===== config.mk =====
export PLATFORM = sky130hd
export DESIGN_NAME = hsc_i2c_port
export DESIGN_NICKNAME = d
export VERILOG_FILES = /design/src/rtl/hsc_i2c_port.v /design/src/rtl/hsc_crc8.v
export VERILOG_INCLUDE_DIRS = /design/src /design/src/include
export SDC_FILE = /design/constraint.sdc
export NUM_CORES = 1
export LEC_CHECK = 0
export BUFFER_PORTS_ARGS = -buffer_cell sky130_fd_sc_hd__buf_4
export CORE_ASPECT_RATIO = 1.5
export CORE_UTILIZATION = 35
export DETAILED_ROUTE_END_ITERATION = 12
export HOLD_SLACK_MARGIN = 0.02
export MAX_ROUTING_LAYER = met4
export SYNTH_ARGS = -nofsm -noshare
export SYNTH_HDL_FRONTEND = slang
export SYNTH_SLANG_ARGS = --single-unit

===== constraint.sdc =====
create_clock -name clk -period 2.89 [get_ports clk]
set_input_delay 0.1445 -clock clk [delete_from_list [all_inputs] [get_ports clk]]
set_output_delay 0.1445 -clock clk [all_outputs]
set_load 0.03 [all_outputs]

===== src/include/hsc_consts.vh =====
// Constants for the humidity sensor two-wire command port.
// Assumes inclusion by bare name from the rtl files.
`ifndef HSC_CONSTS_VH
`define HSC_CONSTS_VH
`define HSC_SLAVE_ADDR 7'h54
`define HSC_CMD_T_HOLD 8'he3
`define HSC_CMD_T_NOHOLD 8'hf3
`define HSC_CMD_HT_HOLD 8'he5
`define HSC_CMD_HT_NOHOLD 8'hf5
`define HSC_CMD_REG_RD 8'ha7
`define HSC_CMD_REG_WR 8'ha6
`define HSC_CMD_STOP_PER 8'h30
`define HSC_CMD_READ_ID 8'hd7
`define HSC_CRC_POLY 8'h1d
`define HSC_CRC_INIT 8'hff
`define HSC_DIR_READ 1'b1
`define HSC_ACK 1'b0
`define HSC_NACK 1'b1
`define HSC_MIN_SCL_KHZ 100
`define HSC_MAX_SCL_KHZ 400
`define HSC_HOLD_MIN_SCL_KHZ 200
`define HSC_CLK_MHZ 100
`define HSC_T_LOW_NS 600
`define HSC_T_LOW_CYC ((`HSC_T_LOW_NS * `HSC_CLK_MHZ + 999) / 1000)
`define HSC_T_HDDAT_MAX_NS 500
`define HSC_T_HDDAT_CYC ((`HSC_T_HDDAT_MAX_NS * `HSC_CLK_MHZ) / 1000)
`endif


===== src/rtl/hsc_i2c_port.v =====
// Two-wire slave command port of the humidity and temperature sensor.
// Assumes a single master, open-drain lines resolved outside, and a
// measurement engine that gives calibrated 14-bit words with meas_done.
`timescale 1ns/1ps
`include "hsc_consts.vh"

// Behaviour
// RULE1: Slave only, works at 100k and 400k
// RULE2: Single master assumed on shared bus
// RULE3: Master frames with START and STOP
// RULE4: Answer only address 0x54
// RULE5: Sample SDA rising SCL, hold while high
// RULE6: Direction bit: 1 read, 0 write
// RULE7: Eight bits then acknowledge bit
// RULE8: Master continues or stops after ack
// RULE9: Temperature commands return two bytes, CRC
// RULE10: Humidity commands return four bytes, CRC
// RULE11: Decode register read and write commands
// RULE12: Decode stop-periodic and read-ID commands
// RULE13: Results pass through already compensated
// RULE14: Hold commands stretch SCL until done
// RULE15: No-hold read nacked while converting
// RULE16: Readings shifted out MSB first
// RULE17: CRC-8 0x1d seed 0xff over four bytes
// RULE18: Unknown command bytes are nacked, ignored
module hsc_i2c_port #(
  parameter [6:0] SLAVE_ADDR = `HSC_SLAVE_ADDR,
  parameter [7:0] ID_BYTE = 8'h5a // Arbitrary identity value
) (
  input wire clk,
  input wire rst,
  input wire scl_i,
  output wire scl_o,
  output wire scl_oe,
  input wire sda_i,
  output wire sda_o,
  output wire sda_oe,
  output reg meas_start_q,
  output reg meas_humid_q,
  input wire meas_done,
  input wire [13:0] humid_word,
  input wire [13:0] temp_word,
  output reg reg_rd_q,
  output reg reg_wr_q,
  output reg stop_periodic_q,
  output reg [7:0] wr_data_q,
  output reg wr_data_vld_q,
  input wire [7:0] reg_rd_data,
  output reg busy_q
);

  ////////////////////////////////////////////////////////////////////
  // Pin synchronisers, three stages, change when stages 2 and 3 agree
  reg [2:0] scl_sync_q;
  reg [2:0] sda_sync_q;
  reg scl_q;
  reg sda_q;
  always @(posedge clk) begin
    if (rst) begin
      scl_sync_q <= 3'h7;
      sda_sync_q <= 3'h7;
      scl_q <= 1'b1;
      sda_q <= 1'b1;
    end else begin
      scl_sync_q <= {scl_sync_q[1:0], scl_i};
      sda_sync_q <= {sda_sync_q[1:0], sda_i};
      if (scl_sync_q[1] == scl_sync_q[2]) begin
        scl_q <= scl_sync_q[2];
      end
      if (sda_sync_q[1] == sda_sync_q[2]) begin
        sda_q <= sda_sync_q[2];
      end
    end
  end
  wire scl_next = (scl_sync_q[1] == scl_sync_q[2]) ? scl_sync_q[2] : scl_q;
  wire sda_next = (sda_sync_q[1] == sda_sync_q[2]) ? sda_sync_q[2] : sda_q;
  wire scl_rise = scl_next & ~scl_q;
  wire scl_fall = ~scl_next & scl_q;
  // Oversampling gives margin at 400 kHz; no edge rate limit inside
  wire start_det = scl_q & scl_next & sda_q & ~sda_next; // RULE3
  wire stop_det = scl_q & scl_next & ~sda_q & sda_next; // RULE3

  ////////////////////////////////////////////////////////////////////
  // Protocol state
  localparam [2:0] ST_IDLE = 3'h0;
  localparam [2:0] ST_ADDR = 3'h1;
  localparam [2:0] ST_ACK = 3'h2;
  localparam [2:0] ST_RXB = 3'h3;
  localparam [2:0] ST_TXB = 3'h4;
  localparam [2:0] ST_MACK = 3'h5;
  localparam [2:0] ST_STRETCH = 3'h6;

  localparam [2:0] CM_NONE = 3'h0;
  localparam [2:0] CM_MEAS = 3'h1;
  localparam [2:0] CM_RDREG = 3'h2;
  localparam [2:0] CM_WRREG = 3'h3;
  localparam [2:0] CM_ID = 3'h4;

  reg [2:0] state_q;
  reg [3:0] bit_q;
  reg [7:0] sh_q;
  reg ack_drv_q;
  reg tx_bit_q;
  reg tx_en_q;
  reg first_q;
  reg rd_dir_q;
  reg [2:0] cmd_q;
  reg hold_q;
  reg meas_pend_q;
  reg res_rdy_q;
  reg [39:0] out_q;
  reg [2:0] bytes_left_q;
  reg [7:0] crc_q;
  reg [1:0] crc_step_q;
  reg stretch_q;

  ////////////////////////////////////////////////////////////////////
  // CRC over humidity then temperature, humidity zero for temp only
  reg [7:0] crc_byte;
  wire [7:0] crc_nxt;
  always @* begin
    case (crc_step_q)
      2'h0: crc_byte = meas_humid_q ? {2'h0, humid_word[13:8]} : 8'h00;
      2'h1: crc_byte = meas_humid_q ? humid_word[7:0] : 8'h00;
      2'h2: crc_byte = {2'h0, temp_word[13:8]};
      default: crc_byte = temp_word[7:0];
    endcase
  end
  hsc_crc8 #(
    .POLY(`HSC_CRC_POLY)
  ) i_hsc_crc8 (
    .crc_in(crc_q),
    .data_in(crc_byte),
    .crc_out(crc_nxt)
  ); // RULE17

  reg crc_run_q;

  ////////////////////////////////////////////////////////////////////
  // Command decode
  reg [2:0] dec_cmd;
  reg dec_ok;
  reg dec_hold;
  reg dec_humid;
  always @* begin
    dec_cmd = CM_NONE;
    dec_ok = 1'b1;
    dec_hold = 1'b0;
    dec_humid = 1'b0;
    case (sh_q)
      `HSC_CMD_T_HOLD: begin
        dec_cmd = CM_MEAS;
        dec_hold = 1'b1; // RULE9
      end
      `HSC_CMD_T_NOHOLD: dec_cmd = CM_MEAS; // RULE9
      `HSC_CMD_HT_HOLD: begin
        dec_cmd = CM_MEAS;
        dec_hold = 1'b1;
        dec_humid = 1'b1; // RULE10
      end
      `HSC_CMD_HT_NOHOLD: begin
        dec_cmd = CM_MEAS;
        dec_humid = 1'b1; // RULE10
      end
      `HSC_CMD_REG_RD: dec_cmd = CM_RDREG; // RULE11
      `HSC_CMD_REG_WR: dec_cmd = CM_WRREG; // RULE11
      `HSC_CMD_STOP_PER: dec_cmd = CM_NONE; // RULE12
      `HSC_CMD_READ_ID: dec_cmd = CM_ID; // RULE12
      default: dec_ok = 1'b0; // RULE18
    endcase
  end

  wire addr_match = (sh_q[7:1] == SLAVE_ADDR); // RULE4
  wire addr_read = (sh_q[0] == `HSC_DIR_READ); // RULE6
  wire read_ready = (cmd_q != CM_MEAS) | res_rdy_q;

  ////////////////////////////////////////////////////////////////////
  // Main sequencer
  always @(posedge clk) begin
    if (rst) begin
      state_q <= ST_IDLE;
      bit_q <= 4'h0;
      sh_q <= 8'h00;
      ack_drv_q <= 1'b0;
      tx_bit_q <= 1'b1;
      tx_en_q <= 1'b0;
      first_q <= 1'b0;
      rd_dir_q <= 1'b0;
      cmd_q <= CM_NONE;
      hold_q <= 1'b0;
      meas_pend_q <= 1'b0;
      res_rdy_q <= 1'b0;
      out_q <= 40'h0;
      bytes_left_q <= 3'h0;
      crc_q <= `HSC_CRC_INIT;
      crc_step_q <= 2'h0;
      crc_run_q <= 1'b0;
      stretch_q <= 1'b0;
      meas_start_q <= 1'b0;
      meas_humid_q <= 1'b0;
      reg_rd_q <= 1'b0;
      reg_wr_q <= 1'b0;
      stop_periodic_q <= 1'b0;
      wr_data_q <= 8'h00;
      wr_data_vld_q <= 1'b0;
      busy_q <= 1'b0;
    end else begin
      meas_start_q <= 1'b0;
      reg_rd_q <= 1'b0;
      reg_wr_q <= 1'b0;
      stop_periodic_q <= 1'b0;
      wr_data_vld_q <= 1'b0;
      busy_q <= (state_q != ST_IDLE);
      // Result capture; CRC walks four bytes over four cycles
      if (meas_pend_q && meas_done) begin
        meas_pend_q <= 1'b0;
        crc_run_q <= 1'b1;
        crc_step_q <= 2'h0;
        crc_q <= `HSC_CRC_INIT; // RULE17
      end
      if (crc_run_q) begin
        crc_q <= crc_nxt; // RULE17
        crc_step_q <= crc_step_q + 2'h1;
        if (crc_step_q == 2'h3) begin
          crc_run_q <= 1'b0;
          res_rdy_q <= 1'b1;
          // Words pass untouched; the engine already compensates
          if (meas_humid_q) begin
            out_q <= {2'h0, humid_word, 2'h0, temp_word, crc_nxt}; // RULE13
          end else begin
            out_q <= {2'h0, temp_word, crc_nxt, 16'h0000}; // RULE13
          end
        end
      end
      if (stretch_q && res_rdy_q) begin
        stretch_q <= 1'b0; // RULE14
      end
      if (start_det) begin
        state_q <= ST_ADDR;
        bit_q <= 4'h0;
        tx_en_q <= 1'b0;
        ack_drv_q <= 1'b0;
      end else if (stop_det) begin
        state_q <= ST_IDLE;
        tx_en_q <= 1'b0;
        ack_drv_q <= 1'b0;
      end else begin
        case (state_q)
          ST_ADDR, ST_RXB: begin
            if (scl_rise) begin
              sh_q <= {sh_q[6:0], sda_q}; // RULE5
              bit_q <= bit_q + 4'h1;
            end
            if (scl_fall && bit_q == 4'h8) begin // RULE7
              bit_q <= 4'h0;
              state_q <= ST_ACK;
              if (state_q == ST_ADDR) begin
                first_q <= 1'b1;
                if (!addr_match) begin
                  state_q <= ST_IDLE; // RULE4
                end else if (!addr_read) begin
                  rd_dir_q <= 1'b0;
                  ack_drv_q <= 1'b1;
                  cmd_q <= CM_NONE;
                end else if (read_ready) begin
                  rd_dir_q <= 1'b1;
                  ack_drv_q <= 1'b1;
                  res_rdy_q <= 1'b0;
                  bytes_left_q <= meas_humid_q ? 3'h5 : 3'h3; // RULE9 RULE10
                end else if (hold_q) begin
                  rd_dir_q <= 1'b1;
                  ack_drv_q <= 1'b1;
                  stretch_q <= 1'b1; // RULE14
                  bytes_left_q <= meas_humid_q ? 3'h5 : 3'h3;
                end else begin
                  state_q <= ST_IDLE; // RULE15
                end
              end else if (first_q && cmd_q == CM_NONE) begin
                first_q <= 1'b0;
                ack_drv_q <= dec_ok; // RULE18
                if (dec_ok) begin
                  cmd_q <= dec_cmd;
                  if (dec_cmd == CM_MEAS) begin
                    meas_start_q <= 1'b1;
                    meas_humid_q <= dec_humid;
                    hold_q <= dec_hold;
                    meas_pend_q <= 1'b1;
                    res_rdy_q <= 1'b0;
                  end
                  reg_rd_q <= (dec_cmd == CM_RDREG);
                  stop_periodic_q <= (sh_q == `HSC_CMD_STOP_PER);
                end
              end else begin
                ack_drv_q <= 1'b1;
                wr_data_q <= sh_q;
                wr_data_vld_q <= 1'b1;
                reg_wr_q <= (cmd_q == CM_WRREG);
              end
            end
          end
          ST_ACK: begin
            // Acknowledge bit driven through the whole ninth clock
            if (scl_fall && !stretch_q) begin
              ack_drv_q <= 1'b0;
              if (rd_dir_q) begin
                state_q <= ST_TXB;
                if (cmd_q == CM_MEAS) begin
                  sh_q <= out_q[39:32];
                  tx_bit_q <= out_q[39];
                end else if (cmd_q == CM_ID) begin
                  sh_q <= ID_BYTE;
                  tx_bit_q <= ID_BYTE[7];
                  bytes_left_q <= 3'h1;
                end else begin
                  sh_q <= reg_rd_data;
                  tx_bit_q <= reg_rd_data[7];
                  bytes_left_q <= 3'h1;
                end
                tx_en_q <= 1'b1;
                out_q <= {out_q[31:0], 8'h00};
              end else begin
                state_q <= ST_RXB;
              end
            end
          end
          ST_TXB: begin
            if (scl_fall) begin
              bit_q <= bit_q + 4'h1;
              sh_q <= {sh_q[6:0], 1'b0};
              tx_bit_q <= sh_q[6]; // RULE16
              if (bit_q == 4'h7) begin
                bit_q <= 4'h0;
                tx_en_q <= 1'b0;
                bytes_left_q <= bytes_left_q - 3'h1;
                state_q <= ST_MACK;
              end
            end
          end
          ST_MACK: begin
            if (scl_rise) begin
              sh_q <= out_q[39:32];
              if (sda_q == `HSC_NACK || bytes_left_q == 3'h0) begin
                state_q <= ST_IDLE;
              end
            end
            if (scl_fall) begin
              state_q <= ST_TXB;
              tx_bit_q <= sh_q[7];
              tx_en_q <= 1'b1;
              out_q <= {out_q[31:0], 8'h00};
            end
          end
          default: state_q <= ST_IDLE;
        endcase
      end
    end
  end

  ////////////////////////////////////////////////////////////////////
  // Open-drain drive: enable high while pulling the line low
  assign sda_o = 1'b0;
  assign sda_oe = ack_drv_q | (tx_en_q & ~tx_bit_q); // RULE7
  assign scl_o = 1'b0;
  assign scl_oe = stretch_q & ~scl_q; // RULE14 RULE1

endmodule


===== src/rtl/hsc_crc8.v =====
// Byte-wide CRC-8 step, polynomial 0x1d, MSB first.
// Assumes the caller holds the running value and seeds it.
`timescale 1ns/1ps
module hsc_crc8 #(
  parameter [7:0] POLY = 8'h1d
) (
  input wire [7:0] crc_in,
  input wire [7:0] data_in,
  output reg [7:0] crc_out
);
  integer i;
  reg [7:0] c;
  always @* begin
    c = crc_in ^ data_in;
    for (i = 0; i < 8; i = i + 1) begin
      if (c[7]) begin
        c = {c[6:0], 1'b0} ^ POLY;
      end else begin
        c = {c[6:0], 1'b0};
      end
    end
    crc_out = c;
  end
endmodule


==> reports/metrics.yaml <==
pwr:
  power.leakage_nw: 2.52
  power_density_nw_per_um2: 601
  intPower_mw: 2.62
  p_switching_mw: 1.35
  power_frac_comb_pct: 25.6
  vdd_drop_max_mv: 0.301
  pwr-share-clk_pct: 32.7
  total_power_mw: 3.97
  share_seq_of_total_power_pct: 41.7
  sw_frac_of_total_pct: 34.0
finish:
  syn_to_final_growth_pct: 16.9
  layout.area.seq_sq_um: 2080
  layout.nets: 797
  final_common_cell: "dfxtp_1"
  nFillCells: 1630
  layout-drive-gt1-share_pct: 16.3
  mostFrequentLayoutCells: "dfxtp_1 (103), nor2_1 (97), buf_4 (80)"
  multiInputGateArea_sq_um: 3240
  diodes: 0
placement:
  place_hpwl_um: 11800
  gp_congestion: 0.889
  portBuffers: 57
  place_worst_setup_slack_ns: 0.369
yosys:
  async_flop_share_pct: 0
  synth-main-ff-cell: "dfxtp_1"
  yosys-mux-area-fraction_pct: 4.97
  yosysTopAreaCellShare_pct: 36.9
  synth_top_family_by_area: "simple AND/OR/NAND/NOR gates"
  yosysWarningCount: 0
  synth_edf_count: 0
  netlist_area_sq_um: 5640
  synth-simple-area-share_pct: 23.5
  synth.distinct_cells: 69
  ys_seq_area_share_pct: 36.9
  synth_top_area_cell: "dfxtp_1"
  yosys.area_share.adder_pct: 2.62
  synth_compound_area_share_pct: 20.2
  synthCells: 699
  synth.area.top_cells: "dfxtp_1 (37%), nor2_1 (6.5%), a21oi_1 (5.0%), mux2i_1 (5.0%), o21ai_0 (4.2%)"
  syn_avg_cell_area_sq_um: 8.07
  ys_seq_elements: 104
  synth_xor_area_share_pct: 5.99
setup_path:
  rrSetupSlack_ns: 0.35
  crit_fanout: 8
  critPathCaptureType: "flip-flop"
  crit_required_ns: 3.11
  cp-start-kind: "flip-flop"
  crit_type: "reg -> reg"
  arrival_ns: 2.76
timing:
  finalClockSkew_ns: 0.0112
  fin_tns_setup_ns: 0
  rsz0062_at_grt: "no"
  final-hold-violation-count: 0
  tightestPinTransition_ns: 0.688
  layout_min_cycle_time_ns: 2.54
  period_share_pct: 87.9
  relSlewSlack_pct: 54.0
  setup_viol: 0
  fmax_mhz: 394
  maxSlewViolCount: 0
  fin_ws_ns: 0.351
die:
  design.portCount: 60
  die_width_um: 106
  core_area_sq_um: 15700
  dieArea_sq_um: 16600
  start_util_pct: 36.0
  fp.dieH_um: 158
  rows: 56
detailed_routing:
  first_pass_iters: 5
  wl_um: 15800
  drtIter0Drc: 300
  wire_per_inst_um: 16.6
  drc: 0
  final_antenna_net_count: 0
  via_per_inst: 5.42
  via_count: 5164
clock_network:
  cts_buffers: 9
  insertion_delay_ns: 0.36
  ctsHtreeMaxLevel: 3
  cts_buffer_depth: 2
  path_clk_slew_ns: 0.07
  clkSinkCount: 104
  cts_root_buf: "clkbuf_16"
  tritoncts: "yes"
  postCtsResizedCells: 0
grt:
  grt_max_degree: 55
  grt_pass1_wl_um: 25600
  grt_pass1_vias: 4983
  grt_use_total_pct: 20.3
  overflow: 0
  antenna_found_initial: 0
outcome:
  status: "completed"
worst_hold_path:
  hold_class: "in -> reg"
flow_run:
  maxCapViolations: 0
Yosys cell counts, types with 5 or more instances:
| cell type | instances |
|---|---|
| a211oi_1 | 6 |
| a21oi_1 | 56 |
| a221oi_1 | 7 |
| a22oi_1 | 5 |
| a31oi_1 | 5 |
| a32o_1 | 5 |
| a32oi_1 | 6 |
| and3_1 | 18 |
| buf_2 | 11 |
| clkbuf_1 | 29 |
| dfxtp_1 | 104 |
| ha_1 | 11 |
| inv_1 | 25 |
| mux2i_1 | 28 |
| nand2_1 | 56 |
| nand2b_1 | 5 |
| nand3_1 | 24 |
| nor2_1 | 97 |
| nor2b_1 | 9 |
| nor3_1 | 21 |
| nor3b_1 | 5 |
| nor4_1 | 5 |
| o21ai_0 | 47 |
| o21ai_1 | 5 |
| or2_2 | 8 |
| xnor2_1 | 18 |
| xor2_1 | 8 |
timing repair:
item / CTS / global route
hold buffers: 2 / 0
buffers inserted: 0 / 0
endpoints found under the setup margin: 0 / 0
endpoints found under the hold margin: 2 / 0
registers in the layout, indices dropped and copies added (netlist names), 2 cells and up:
register      count
out_q            40
crc_q             8
sh_q              8
wr_data_q         8
bit_q             4
bytes_left_q      3
cmd_q             3
scl_sync_q        3
sda_sync_q        3
state_q           3
crc_step_q        2
cell families (layout without fill, tap and decap cells):
group | Yosys count | count (layout)
other cells | 1 | 2
compound gates | 176 | 176
buf+inv | 73 | 123
flops | 104 | 104
simple gates | 273 | 273
mux | 28 | 28
xor+xnor | 32 | 32
fa+ha+maj | 12 | 12
cell type report:
cell class | count | share of cell area [%]
multi-input cells | 523 | 49.0
flip-flops and latches | 104 | 31.6
repair buffers | 82 | 9.40
well taps | 203 | 3.85
clock buffers | 9 | 3.41
inverters | 25 | 1.42
clock inverters | 7 | 1.31
routing by layer:
layer	wire length, um	GRT usage, %	vias up
li1	-	-	2560
met1	6500	22.8	2405
met2	8000	34.9	161
met3	632	2.44	38
met4	646	11.2	0
met5	0	-	-
through the flow:
step / std cells / area [sq um] / utilization [%] / hold WS [ns]
floorplan: 700 / 5650 / - / 0.248
global placement: 935 / 6270 / 39.9 / 0.337
detailed placement: 935 / 6270 / 39.9 / 0.337
CTS: 953 / 6600 / 42.0 / 0.112
global route: 953 / 6600 / 42.0 / 0.136
finish: 953 / 6600 / 42.0 / 0.113
critical path: stages (launching register included):
cell,delay (ns)
dfxtp_1,0.35
maj3_1,0.41
inv_1,0.09
ha_1,0.18
nand4b_1,0.14
nor2_1,0.21
nand2b_1,0.22
nor4_2,0.47
mux2i_1,0.28
nor2_1,0.06
power groups by stage:
| stage | clock network (mW) | registers [mW] | logic [mW] |
|---|---|---|---|
| after detailed placement | 0 | 1.68 | 1.01 |
| after global placement | 0 | 1.68 | 1.01 |
| after CTS | 1.32 | 1.65 | 1.02 |
| after global routing | 1.38 | 1.67 | 1.14 |
| after floorplan | 0 | 1.59 | 0.799 |
| final | 1.30 | 1.65 | 1.01 |
final timing paths:
kind | startpoint | endpoint | depth (start not counted)
worst max-delay path | scl_q | hold_q | 9
worst min-delay path | meas_done | meas_pend_q | 3
worst min register to register | sda_sync_q[0] | sda_sync_q[1] | 1
worst max register to register | scl_q | hold_q | 9
No activity file was read; power rests on OpenSTA's default activity.
